### src/verilog/ipc_defines.vh
`ifndef IPC_DEFINES_VH
`define IPC_DEFINES_VH

// register map (indices of the power mode control, status and wake configuration registers)
`define IPC_PMC_ADDR        4'h0
`define IPC_STAT_ADDR       4'h1
`define IPC_WAKE_ADDR       4'h2

// power_mode_control field positions
`define IPC_BIT_BAUD        7
`define IPC_BIT_FLAG_HI     3
`define IPC_BIT_FLAG_LO     2
`define IPC_BIT_DEEP        1
`define IPC_BIT_SLEEP       0
`define IPC_PMC_RESET       8'h00
`define IPC_PMC_WMASK       8'h8F

// wake configuration bits
`define IPC_BIT_EN_A        0
`define IPC_BIT_EN_B        1

// timing
`define IPC_OSC_PER_MC      12
`define IPC_RESET_MC        2
`define IPC_RESET_CYCLES    (`IPC_OSC_PER_MC * `IPC_RESET_MC)
`define IPC_STAB_CYCLES     256

`endif

### src/verilog/ipc_reset_filter.v
`timescale 1ns/1ps
`include "ipc_defines.vh"

// ----------------------------------------------------------------
// reset pin qualifier: high for the full hold count gives a pulse
// ----------------------------------------------------------------
module ipc_reset_filter #(
   parameter HOLD = `IPC_RESET_CYCLES
) (
   // clock and reset
   input  wire       ref_clk,
   input  wire       reset,
   // pin and result
   input  wire       rst_pin,
   output reg        rst_hit_q
);

   reg  [7:0]  cnt_q;

   // count consecutive high samples; one pulse per held assertion
   always @(posedge ref_clk or posedge reset) begin
      if (reset) begin
         cnt_q     <= 8'h00;
         rst_hit_q <= 1'b0;
      end else if (!rst_pin) begin
         cnt_q     <= 8'h00;
         rst_hit_q <= 1'b0;
      end else begin
         rst_hit_q <= (cnt_q == HOLD[7:0] - 8'h01);
         if (cnt_q != HOLD[7:0])
            cnt_q <= cnt_q + 8'h01;
      end
   end

endmodule

### src/verilog/ipc_ale_gen.v
`timescale 1ns/1ps
`include "ipc_defines.vh"

// ----------------------------------------------------------------
// address latch strobe: one pulse every six oscillator periods
// ----------------------------------------------------------------
module ipc_ale_gen #(
   parameter DIV = `IPC_OSC_PER_MC / 2
) (
   // clock and reset
   input  wire       ref_clk,
   input  wire       reset,
   // control
   input  wire       run,
   output reg        ale_q
);

   reg  [3:0]  div_q;

   // frozen while not running so the phase resumes cleanly
   always @(posedge ref_clk or posedge reset) begin
      if (reset) begin
         div_q <= 4'h0;
         ale_q <= 1'b0;
      end else if (run) begin
         div_q <= (div_q == DIV[3:0] - 4'h1) ? 4'h0 : div_q + 4'h1;
         ale_q <= (div_q == 4'h0);
      end else begin
         ale_q <= 1'b0;
      end
   end

endmodule

### src/verilog/ipc_power_ctrl.v
// Functional notes
// - idle gates cpu clock, peripherals keep running
// - power-down stops oscillator after requesting instruction
// - bit7 baud select, bits3/2 software flags
// - bits 6..4 reserved, read as zero
// - bit1 power-down request, cleared by wake interrupt/reset
// - bit0 idle request, cleared by interrupt/reset
// - reset value zero, no bit access
// - setting instruction is last before idle
// - cpu state kept during idle
// - idle holds ports, strobes driven high
// - enabled interrupt ends idle, resumes after
// - reset of two machine cycles ends idle
// - ram and registers kept in power-down
// - only enabled external pins wake power-down; osc_run still restarts on any low wake pin, enabled or not
// - low pin restarts oscillator, high completes
// - either pin restarts, first release exits
// - resume after instruction that requested power-down
// - reset exit reinitialises registers, irq exit keeps
// - both bits set: power-down exit, clear both
// - power-down: strobes low, port0 floats, ports keep
// - address strobe at one sixth oscillator rate
//
// Chosen here: the placing of the registers and the strobed register port.
`timescale 1ns/1ps
`include "ipc_defines.vh"

module ipc_power_ctrl #(
   parameter STAB_CYCLES = `IPC_STAB_CYCLES
) (
   // clock and reset
   input  wire       ref_clk,
   input  wire       reset,
   // register port
   input  wire [3:0] reg_addr,
   input  wire [7:0] reg_wdata,
   input  wire       reg_wr,
   input  wire       reg_rd,
   output reg  [7:0] reg_rdata,
   // reset pin and interrupts
   input  wire       rst_pin,
   input  wire       irq_pending,
   input  wire       wake_irq_a,
   input  wire       wake_irq_b,
   // cpu side
   input  wire       instr_done,
   output wire       cpu_clk_en,
   output wire       periph_clk_en,
   output wire       osc_run,
   output wire       sfr_reinit,
   output wire       irq_vector_a,
   output wire       irq_vector_b,
   // pin control
   output wire       ale_out,
   output wire       code_fetch_strobe,
   input  wire       fetch_strobe_cpu,
   output wire       port_hold,
   output wire       port0_oe_n,
   output wire       baud_double_select
);

   // ----------------------------------------------------------------
   // states
   // ----------------------------------------------------------------
   localparam [4:0] ST_RUN   = 5'h01;
   localparam [4:0] ST_IDLE  = 5'h02;
   localparam [4:0] ST_DEEP  = 5'h04;
   localparam [4:0] ST_STAB  = 5'h08;
   localparam [4:0] ST_REL   = 5'h10;

   // ----------------------------------------------------------------
   // registers
   // ----------------------------------------------------------------
   reg  [7:0]  pmc_q;
   reg  [1:0]  wake_en_q;
   reg  [4:0]  state_q;
   reg  [4:0]  state_d;
   reg  [15:0] stab_q;
   reg         pend_wr_q;
   reg  [1:0]  vec_q;
   wire        rst_hit;
   wire        ale_pulse;
   wire        pin_low;
   wire        any_low;

   // ----------------------------------------------------------------
   // helpers
   // ----------------------------------------------------------------
   function [7:0] pmc_view;
      input [7:0] v;
      begin
         pmc_view = v & `IPC_PMC_WMASK; // reserved bits read zero
      end
   endfunction

   // ----------------------------------------------------------------
   // reset qualifier and strobe generator
   // ----------------------------------------------------------------
   ipc_reset_filter #(
      .HOLD      (`IPC_RESET_CYCLES)
   ) u_rst (
      .ref_clk   (ref_clk),
      .reset     (reset),
      .rst_pin   (rst_pin),
      .rst_hit_q (rst_hit)
   );

   ipc_ale_gen #(
      .DIV       (`IPC_OSC_PER_MC / 2)
   ) u_ale (
      .ref_clk   (ref_clk),
      .reset     (reset),
      .run       (state_q == ST_RUN),
      .ale_q     (ale_pulse)
   );

   // enabled wake pins that are low, and any wake pin that is low
   assign pin_low = (wake_en_q[`IPC_BIT_EN_A] & ~wake_irq_a) |
                    (wake_en_q[`IPC_BIT_EN_B] & ~wake_irq_b);
   assign any_low = ~wake_irq_a | ~wake_irq_b;

   // ----------------------------------------------------------------
   // mode sequencer
   // ----------------------------------------------------------------
   // request takes effect after the writing instruction completes
   always @* begin
      state_d = state_q;
      case (state_q)
         ST_RUN: begin
            if (pend_wr_q && instr_done) begin
               if (pmc_q[`IPC_BIT_DEEP])
                  state_d = ST_DEEP;
               else if (pmc_q[`IPC_BIT_SLEEP])
                  state_d = ST_IDLE;
            end
         end
         ST_IDLE: begin
            if (irq_pending)
               state_d = ST_RUN;
         end
         ST_DEEP: begin
            if (pin_low)
               state_d = ST_STAB;
         end
         ST_STAB: begin
            if (stab_q == 16'h0000)
               state_d = ST_REL;
         end
         ST_REL: begin
            if (vec_q != 2'b00)
               state_d = ST_RUN;
         end
         default: state_d = ST_RUN;
      endcase
      if (rst_hit)
         state_d = ST_RUN;
   end

   always @(posedge ref_clk or posedge reset) begin
      if (reset)
         state_q <= ST_RUN;
      else
         state_q <= state_d;
   end

   // stabilisation counter runs only while oscillator restarts
   always @(posedge ref_clk or posedge reset) begin
      if (reset)
         stab_q <= 16'h0000;
      else if (state_q == ST_DEEP)
         stab_q <= STAB_CYCLES[15:0];
      else if (state_q == ST_STAB && stab_q != 16'h0000)
         stab_q <= stab_q - 16'h0001;
   end

   // first enabled pin to return high picks the vector, a first
   always @* begin
      vec_q = 2'b00;
      if (state_q == ST_REL) begin
         if (wake_en_q[`IPC_BIT_EN_A] && wake_irq_a)
            vec_q = 2'b01;
         else if (wake_en_q[`IPC_BIT_EN_B] && wake_irq_b)
            vec_q = 2'b10;
      end
   end

   assign irq_vector_a = vec_q[0];
   assign irq_vector_b = vec_q[1];

   // ----------------------------------------------------------------
   // register file
   // ----------------------------------------------------------------
   // hardware clear of sleep bits; a same-cycle write loses to exit
   always @(posedge ref_clk or posedge reset) begin
      if (reset) begin
         pmc_q     <= `IPC_PMC_RESET;
         wake_en_q <= 2'b00;
         pend_wr_q <= 1'b0;
      end else if (rst_hit) begin
         pmc_q     <= `IPC_PMC_RESET;
         wake_en_q <= 2'b00;
         pend_wr_q <= 1'b0;
      end else begin
         if (reg_wr && reg_addr == `IPC_PMC_ADDR) begin
            pmc_q     <= pmc_view(reg_wdata);
            pend_wr_q <= 1'b1;
         end else if (instr_done) begin
            pend_wr_q <= 1'b0;
         end
         if (reg_wr && reg_addr == `IPC_WAKE_ADDR)
            wake_en_q <= reg_wdata[1:0];
         if (state_q == ST_IDLE && irq_pending)
            pmc_q[`IPC_BIT_SLEEP] <= 1'b0;
         if (state_q == ST_REL && vec_q != 2'b00) begin
            pmc_q[`IPC_BIT_SLEEP] <= 1'b0;
            pmc_q[`IPC_BIT_DEEP]  <= 1'b0;
         end
      end
   end

   // read data one cycle after the strobe
   always @(posedge ref_clk or posedge reset) begin
      if (reset)
         reg_rdata <= 8'h00;
      else if (reg_rd) begin
         case (reg_addr)
            `IPC_PMC_ADDR:  reg_rdata <= pmc_view(pmc_q);
            `IPC_STAT_ADDR: reg_rdata <= {3'h0, state_q};
            `IPC_WAKE_ADDR: reg_rdata <= {6'h00, wake_en_q};
            default:        reg_rdata <= 8'h00;
         endcase
      end else
         reg_rdata <= 8'h00;
   end

   // ----------------------------------------------------------------
   // clock gates and pins
   // ----------------------------------------------------------------
   // cpu frozen outside run; its registers simply hold
   assign cpu_clk_en    = (state_q == ST_RUN);
   assign periph_clk_en = (state_q == ST_RUN) | (state_q == ST_IDLE);
   assign osc_run       = ~(state_q == ST_DEEP) | any_low;
   // ram/registers untouched while deep
   assign sfr_reinit    = rst_hit;

   assign ale_out = (state_q == ST_IDLE) ? 1'b1 :
                    (state_q == ST_RUN)  ? ale_pulse : 1'b0;
   assign code_fetch_strobe = (state_q == ST_IDLE) ? 1'b1 :
                              (state_q == ST_RUN) ? fetch_strobe_cpu : 1'b0;
   assign port_hold  = (state_q != ST_RUN);
   assign port0_oe_n = (state_q != ST_RUN);
   assign baud_double_select = pmc_q[`IPC_BIT_BAUD];

endmodule

### config.mk
export PLATFORM = sky130hd
export DESIGN_NAME = ipc_power_ctrl
export DESIGN_NICKNAME = d
export VERILOG_FILES = /design/src/verilog/ipc_reset_filter.v /design/src/verilog/ipc_ale_gen.v /design/src/verilog/ipc_power_ctrl.v
export VERILOG_INCLUDE_DIRS = /design/src /design/src/verilog
export SDC_FILE = /design/constraint.sdc
export NUM_CORES = 1
export LEC_CHECK = 0
export ABC_AREA = 1
export BUFFER_PORTS_ARGS = -buffer_cell sky130_fd_sc_hd__buf_2
export CORE_ASPECT_RATIO = 1.4
export CORE_MARGIN = 4
export CORE_UTILIZATION = 57
export DETAILED_ROUTE_END_ITERATION = 10
export HOLD_SLACK_MARGIN = 0.03
export PLACE_DENSITY = 0.91
export RECOVER_POWER = 100
export SLEW_MARGIN = 20
export SYNTH_ARGS = -nofsm -noshare
export SYNTH_HDL_FRONTEND = slang
export SYNTH_HIERARCHICAL = 1
export SYNTH_SLANG_ARGS = --single-unit
### constraint.sdc
create_clock -name ref_clk -period 2.1 [get_ports ref_clk]
set_clock_uncertainty 0.1 [all_clocks]
set_input_delay 0.21 -clock ref_clk [delete_from_list [all_inputs] [get_ports ref_clk]]
set_output_delay 0.21 -clock ref_clk [all_outputs]
set_load 0.02 [all_outputs]
# Word-level counts from Yosys, hierarchy flattened
# Cells that the tools add are included.
# op_classes
addsub	3
eq_ne	18
n_mux	34
bitwise	9
n_reduce_logical	20
# op_table
operator	n
5-bit 2-to-1 mux	8
8-bit 2-to-1 mux	5
16-bit 2-to-1 mux	2
5-bit one-hot mux with 5 select lines	1
8-bit one-hot mux with 3 select lines	1
16-bit zero test	1
16-bit nonzero test	1
16-bit by 1-bit subtractor with 16-bit output, second input constant	1
2-bit 2-to-1 mux	6
3-bit by 2-bit != test with 1-bit output, second input constant	4
1-bit 2-to-1 mux	10
8-bit by 1-bit adder with 8-bit output, second input constant	1
8-bit by 5-bit equality test with 1-bit output, second input constant	1
1-bit logical AND	8
4-bit zero test	2
8-bit by 5-bit != test with 1-bit output, second input constant	1
2-bit nonzero test	4
6-bit AND reduction	1
3-bit nonzero test	2
5-bit by 1-bit equality test with 1-bit output, second input constant	1
5-bit by 2-bit equality test with 1-bit output, second input constant	1
5-bit by 3-bit equality test with 1-bit output, second input constant	1
5-bit by 4-bit equality test with 1-bit output, second input constant	1
5-bit equality test, second input constant	1
13 further kinds	19
# totals
reg_bits	54
in_bits	22

# Depth between registers and ports, before layout
# Gate-level depths: netlist of the first run.
# logic_depth
word_depth	8
depth_mapped	12

# Modules after synthesis
# Netlist of the first run, hierarchy kept.
# modules_own_cells
module	n_inst	cells_each	area_per_inst_um2
ipc_power_ctrl	1	305	2129.5
ipc_reset_filter	1	66	511.7
ipc_ale_gen	1	30	235.2

# Worst setup path after synthesis of the first run
# No wires, ideal clock.
# synth_timing
kind	reg-to-output
start	register state_q[0]
end	output ale_out
t_arrival_ns	1.449
required_time_ns	1.790
slack_ns	0.341
path_stages_with_launch	7
cell_sequence	dfstp_2 -> nand2_1 -> nor2_1 -> nand2_1 -> inv_2 -> nand2_1 -> nand2_1
# synth_via
elab_chain_len	3
# synth_lines
item	line	source
start, declared	ipc_power_ctrl.v:76	reg [4:0] state_q;
start signal, assigned	ipc_power_ctrl.v:163	state_q <= state_d;
5-bit by 1-bit equality test with 1-bit output	n/a	
net cpu_clk_en	ipc_power_ctrl.v:47	output wire cpu_clk_en,
1-bit 2-to-1 mux	ipc_power_ctrl.v:247	(state_q == ST_RUN) ? ale_pulse : 1'b0;
1-bit 2-to-1 mux	ipc_power_ctrl.v:246	assign ale_out = (state_q == ST_IDLE) ? 1'b1 :
end, declared	ipc_power_ctrl.v:54	output wire ale_out,
# The timed path passes the listed nets, and every way through them passes these cells.

# Final worst setup path of the first run
# layout_timing
start	register state_q[3]
end	output irq_vector_b
# layout_via
elab_chain_len	2
# layout_lines
item	line	source
5-bit equality test	ipc_power_ctrl.v:179	if (state_q == ST_REL) begin
2-bit 2-to-1 mux	ipc_power_ctrl.v:179	
end, declared	ipc_power_ctrl.v:52	output wire irq_vector_b,
# No other way between the ends.

==> results of run 1 <==
==> worst reg2reg max path, delay by kind of cell (launching register included) <==
kind / cells / cell delay [ns]
simple gates: 9 / 0.71
flops: 1 / 0.40
buf+inv: 2 / 0.33
fa+ha+maj: 1 / 0.19
==> where the power goes <==
| group | internal, W | switching, W |
|---|---|---|
| Combinational | 0.000801 | 0.00169 |
| Clock | 0.000249 | 0.000350 |
| Sequential | 0.00120 | 0.000257 |
==> synthesized netlist by cell type, drive strengths merged, types with 2 or more instances <==
cell type	n
xor2	2
clkinv	2
inv	62
nand3	39
nand4	18
dfrtp	48
buf	8
nand2	108
ha	4
nor3	6
a21oi	12
o21ai	22
nor2	61
nor3b	2
==> registers in the layout (all words and copies together) (netlist names) <==
signal	cells
reg_rdata	6
pend_wr_q	1
stab_q	16
u_ale/ale_q	1
wake_en_q	2
state_q	5
pmc_q	5
u_rst/cnt_q	8
u_rst/rst_hit_q	1
u_ale/div_q	4
==> final timing paths <==
kind,slack (ns),depth (start not counted),to,from
min,0.04,3,pmc_q[7],reg_wdata[7]
min reg2reg,0.38,1,u_ale/ale_q,u_ale/div_q[3]
max reg2reg,0.31,12,state_q[0],stab_q[0]
max in group asynchronous,0.77,4,pmc_q[1],reset
min in group asynchronous,0.25,3,u_ale/div_q[0],reset
max,0.15,4,irq_vector_b,state_q[3]
==> placed cells by master (no fill, tap or decap), types with 2 or more instances in the layout <==
cell and count:
nor3_1 6, dlygate4sd3_1 3, nand2_2 4, buf_2 18, nand4_2 2, nand3_1 39, clkinv_4 2, ha_1 4
conb_1 2, nor2_4 3, inv_2 3, o21ai_0 19, buf_4 4, clkbuf_8 5, nor2_1 52, o21ai_1 3
a21oi_1 12, clkbuf_1 15, dfrtp_1 48, xor2_1 2, nand2_1 103, nor2_2 6, clkbuf_2 3, inv_1 58
nand4_1 16, nor3b_1 2, clkinv_1 2
==> cells by family after synthesis <==
| group | synth area share [%] |
|---|---|
| buffers and inverters | 10.4 |
| flip-flops | 42.7 |
| other | 0.130 |
| XOR/XNOR | 0.609 |
| AND/OR/NAND/NOR | 37.7 |
| AO/OA/AOI/OAI | 6.70 |
| adder cells (fa/ha/maj) | 1.74 |
==> per-layer routing <==
metal  part of all wire (%)  vias to the layer above  GRT usage, %
met5                      0                        -             0
met3                    3.6                       12          4.66
met2                     54                       54          38.2
met1                     41                     1260          24.8
li1                       -                     1353             -
met4                    1.7                        0          7.63
==> through the flow <==
| stage | util [%] | hold slack (ns) | instance area [um2] | worst slack, ns | instances |
|---|---|---|---|---|---|
| 2_1_floorplan | - | -0.111 | 2880 | 0.341 | 402 |
| 3_3_place_gp | 63.6 | 0.0298 | 3110 | 0.343 | 496 |
| 3_5_place_dp | 63.6 | 0.0328 | 3110 | 0.321 | 496 |
| 4_1_cts | 66.3 | 0.0404 | 3240 | 0.000948 | 507 |
| 5_1_grt | 65.6 | 0.0486 | 3200 | 0.0116 | 508 |
| 6_report | 65.6 | 0.0417 | 3200 | 0.147 | 508 |
==> cell type report <==
cell class / instances / area, um2 / share of cell area (%)
inverter: 64 / 245 / 7.66
clock inverter: 3 / 28.8 / 0.899
multi-input combinational: 280 / 1330 / 41.5
timing repair buffer: 43 / 221 / 6.92
sequential: 49 / 1230 / 38.3
tap: 64 / 80.1 / 2.50
clock buffer: 5 / 68.8 / 2.15
==> repair_timing <==
item,in CTS,in global routing
endpoints found under the hold margin,50,0
gates resized for setup,1,3
endpoints found under the setup margin,2,3
hold buffers,3,0
buffers inserted,0,1
==> results_dict.tcl, run 1 <==
set metrics [dict create \
    clk_path_buf_depth 2 \
    num_rows 30 \
    slew_headroom_pct 43.0 \
    cp_num_buf_inv 1 \
    root_buffer "clkbuf_8" \
    drt_wl_total_mm 6.18 \
    p_total_w 0.00455 \
    dieArea_um2 6260 \
    critPathKind "reg -> out" \
    crit_fanout 7 \
    worst_pin_slew_ns 0.856 \
    areaGrowthSynthToFinish_pct 11.3 \
    dp_hpwl_mm 4.77 \
    setup_viol 0 \
    firstDrtPassIters 4 \
    drc 0 \
    clk_pin_slew_ns 0.10 \
    synth_edf_count 0 \
    ys_seq_elements 49 \
    core-area_um2 4880 \
    htreeDepth 2 \
    max-vdd-ir-drop_uv 869 \
    worstSkewPairLatency_ns 0.31 \
    initial_utilization_pct 58.9 \
    ys_types 31 \
    tritoncts "done" \
    netlist_area_um2 2880 \
    syn_inst 401 \
    fillCellCount 427 \
    slowest_stage "dfrtp_1" \
    dieHeight_um 92.1 \
    yosys_most_used_dff "dfrtp_1" \
    boundaryPins 41 \
    grt_max_degree 36 \
    n_antenna_cell 0 \
    grt_pass1_wl_mm 10.7 \
    cts_made_buffers 5 \
    fmax_mhz 512 \
    period_needed_ns 1.95 \
    first_global_vias 2583 \
    min_period_over_period_pct 93.0 \
    crit_path_cell_trace "nor2_4, nand3_1, nor3b_1, clkbuf_1" \
    rsz0062_at_grt "no" \
    start_kind "flop" \
    cap_violations 0 \
    power_leakage_nw 1.73 \
    finalHoldViolations 0 \
    crit_arrival_ns 1.64 \
    crit_path_max_incr_delay_ns 0.46 \
    numClockSinks 49 \
    via_per_inst 5.27 \
    synth_top_area_cell "dfrtp_1" \
    async_flop_share_pct 100 \
    wl_per_cell_um 12.2 \
    antenna_found_initial 0 \
    synth_warnings 6 \
    syn_avg_cell_area_um2 7.17 \
    grtUsageTotal_pct 21.7 \
    cp-end-kind "primary output" \
    drive_above_1_share_pct 12.2 \
    fp.dieW_um 68.0 \
    ys_top_cells_by_area "dfrtp_1 (42%), nand2_1 (13%), inv_1 (7.6%), nand3_1 (6.6%), nor2_1 (6.5%)" \
    power_density_nw_per_um2 1420 \
    yosysTopAreaCellShare_pct 41.8 \
    final_nets 469 \
    vias 2679 \
    maxSlewViolCount 0 \
    cpLargestDelayFamily "simple AND/OR/NAND/NOR gates" \
    ant_nets 0 \
    crit_required_ns 1.79 \
    grt_overflow 0 \
    ys_seq_area_share_pct 42.7 \
    place.gp.congestion 0.908 \
    status "completed" \
    hp-class "in -> reg" \
    setup_tns_ns 0 \
    portBuffers 35 \
    initialDrtViolationCount 270 \
]
(Power assumes the default switching activity.)
==> inputs of run 2 (changes only) <==
- BUFFER_PORTS_ARGS: -buffer_cell sky130_fd_sc_hd__buf_2 -> not set
- CORE_UTILIZATION: 57 -> 60
- DONT_BUFFER_PORTS: not set -> 1
- PLACE_DENSITY: 0.91 -> 0.88
==> run 2 against run 1 <==
Against the previous run:
- total power down 1.9%
- first-iteration DRC count down 26%
- routed wire length up 5.8%
- clock-buffer cell count stayed put
- hold slack gained 0.0023 ns
- final area down 2.0%
- critical path type unchanged
- critical endpoint is now ale_out
==> results_dict.tcl, run 2 (synthesis results as in run 1) <==
set metrics [dict create \
    period_needed_ns 1.97 \
    maxSlewViolCount 0 \
    critPathKind "reg -> out" \
    setup_viol 0 \
    mostFrequentLayoutCell "nand2_1" \
    areaGrowthSynthToFinish_pct 9.09 \
    grt_max_degree 36 \
    dieArea_um2 5980 \
    switching_share_pct 50.7 \
    status "completed" \
    largest_reg_flops 16 \
    crit_arrival_ns 1.66 \
    htreeDepth 2 \
    drt_wl_total_mm 6.53 \
    crit_required_ns 1.79 \
    ant_nets 0 \
    combPwrFrac_pct 54.4 \
    n_antenna_cell 0 \
    finalHoldViolations 0 \
    first_global_vias 2579 \
    portBuffers 0 \
    antenna_found_initial 0 \
    clockPowerShare_pct 12.6 \
    seq_area_um2 1230 \
    setup_tns_ns 0 \
    grt_pass1_wl_mm 11.2 \
    num_rows 29 \
    clk_path_buf_depth 2 \
    hp-class "in -> reg" \
    clk_pin_slew_ns 0.10 \
    drive_above_1_share_pct 7.60 \
    vias 2620 \
    fp.dieW_um 66.5 \
    final_cell_mix "nand2_1 (103), inv_1 (58), nor2_1 (54), dfrtp_1 (48), nand3_1 (39)" \
    crit_path_start "state_q[0]" \
    cp-end-kind "primary output" \
    rsz0062_at_grt "no" \
    place.gp.congestion 0.915 \
    drc 0 \
    grtUsageTotal_pct 23.5 \
    power_density_nw_per_um2 1420 \
    power_leakage_nw 1.67 \
    hold_start "reg_wr" \
    p_seq_share_pct 33.0 \
    final_nets 446 \
    worst_pin_slew_ns 0.872 \
    p_sw_w 0.00226 \
    cap_violations 0 \
    via_per_inst 5.42 \
    slew_headroom_pct 41.9 \
    max-vdd-ir-drop_uv 907 \
    dp_hpwl_mm 4.66 \
    tritoncts "done" \
    min_period_over_period_pct 93.6 \
    intPower_w 0.00220 \
    dpl-instance-area_um2 2950 \
    initialDrtViolationCount 201 \
    dieHeight_um 89.9 \
    largest_register "stab_q" \
    numClockSinks 49 \
    firstDrtPassIters 5 \
    start_kind "flop" \
    crit_fanout 10 \
    worstSkewPairLatency_ns 0.30 \
    fillCellCount 364 \
    boundaryPins 41 \
    multi_input_area_um2 1330 \
    initial_utilization_pct 62.9 \
    cts_made_buffers 5 \
    finalInstanceArea_um2 3140 \
    grt_overflow 0 \
    wl_per_cell_um 13.5 \
    core-area_um2 4570 \
    top_regs "stab_q (16), u_rst/cnt_q (8), reg_rdata (6)" \
    fmax_mhz 509 \
    root_buffer "clkbuf_8" \
    r2r_start "u_rst/rst_hit_q" \
]
-- run 2: cell types whose count changed in the layout (fill, tap and decap cells not counted) --
cell | previous run | this run
clkinv_4 | 2 | 1
nor2_1 | 52 | 54
clkinvlp_4 | 0 | 1
buf_2 | 18 | 0
clkinv_2 | 0 | 1
clkbuf_1 | 15 | 2
clkbuf_2 | 3 | 1
inv_8 | 1 | 0
nor2_2 | 6 | 4
dlygate4sd3_1 | 3 | 13
-- run 2: metal layers --
metal	wire, um	share of wire (%)	track usage (%)	up-vias
met4	207	3.2	10.0	0
li1	-	-	-	1302
met2	3410	52	40.4	84
met3	277	4.2	3.49	21
met1	2640	40	28.4	1213
met5	0	0	0	-
-- run 2: power by group through the flow --
stage | combinational [W] | clock, W | sequential, W
floorplan | 0.00200 | 0 | 0.00141
CTS | 0.00243 | 0.000579 | 0.00147
global placement | 0.00231 | 0 | 0.00147
global route | 0.00282 | 0.000604 | 0.00150
finish | 0.00243 | 0.000564 | 0.00147
detailed placement | 0.00239 | 0 | 0.00148
-- run 2: final cells by class --
cell class                 instances  area share [%]
inverter                          64            7.81
clock inverter                     3           0.678
sequential                        49            39.1
multi-input combinational        280            42.2
timing repair buffer              20            5.50
clock buffer                       5            2.19
tap                               62            2.47
-- run 2: final timing paths --
check / cells after the start / slack (ns) / endpoint
setup reg to reg: 5 / 0.26 / pend_wr_q
hold / removal: 2 / 0.04 / wake_en_q[1]
max in group asynchronous: 3 / 0.80 / reg_rdata[1]
min in group asynchronous: 2 / 0.20 / u_ale/ale_q
setup / recovery: 6 / 0.13 / ale_out
hold reg to reg: 1 / 0.38 / u_ale/ale_q
-- run 2: critical path: stages (launching register included) --
cell and delay, ns:
dfstp_2 0.61, nand2_1 0.07, nor2_1 0.16, nand2_1 0.15, clkinv_4 0.14, nand2_1 0.06
nand2_1 0.17
-- run 2: per-stage QoR --
step	worst slack, ns	cells	utilization [%]	power, W	hold WS (ns)
floorplan	0.341	402	-	0.00341	-0.111
global placement	0.335	462	64.5	0.00378	-0.0939
detailed placement	0.287	462	64.5	0.00388	-0.0862
CTS	0.0303	483	69.3	0.00448	0.0316
global route	0.00815	483	68.6	0.00492	0.0776
finish	0.134	483	68.6	0.00446	0.0439
-- run 2: timing repair --
action | in CTS | in global routing
hold buffers | 13 | 0
setup buffers | 0 | 0
endpoints found under the setup margin | 0 | 2
resized for setup | 0 | 3
endpoints found under the hold margin | 71 | 0
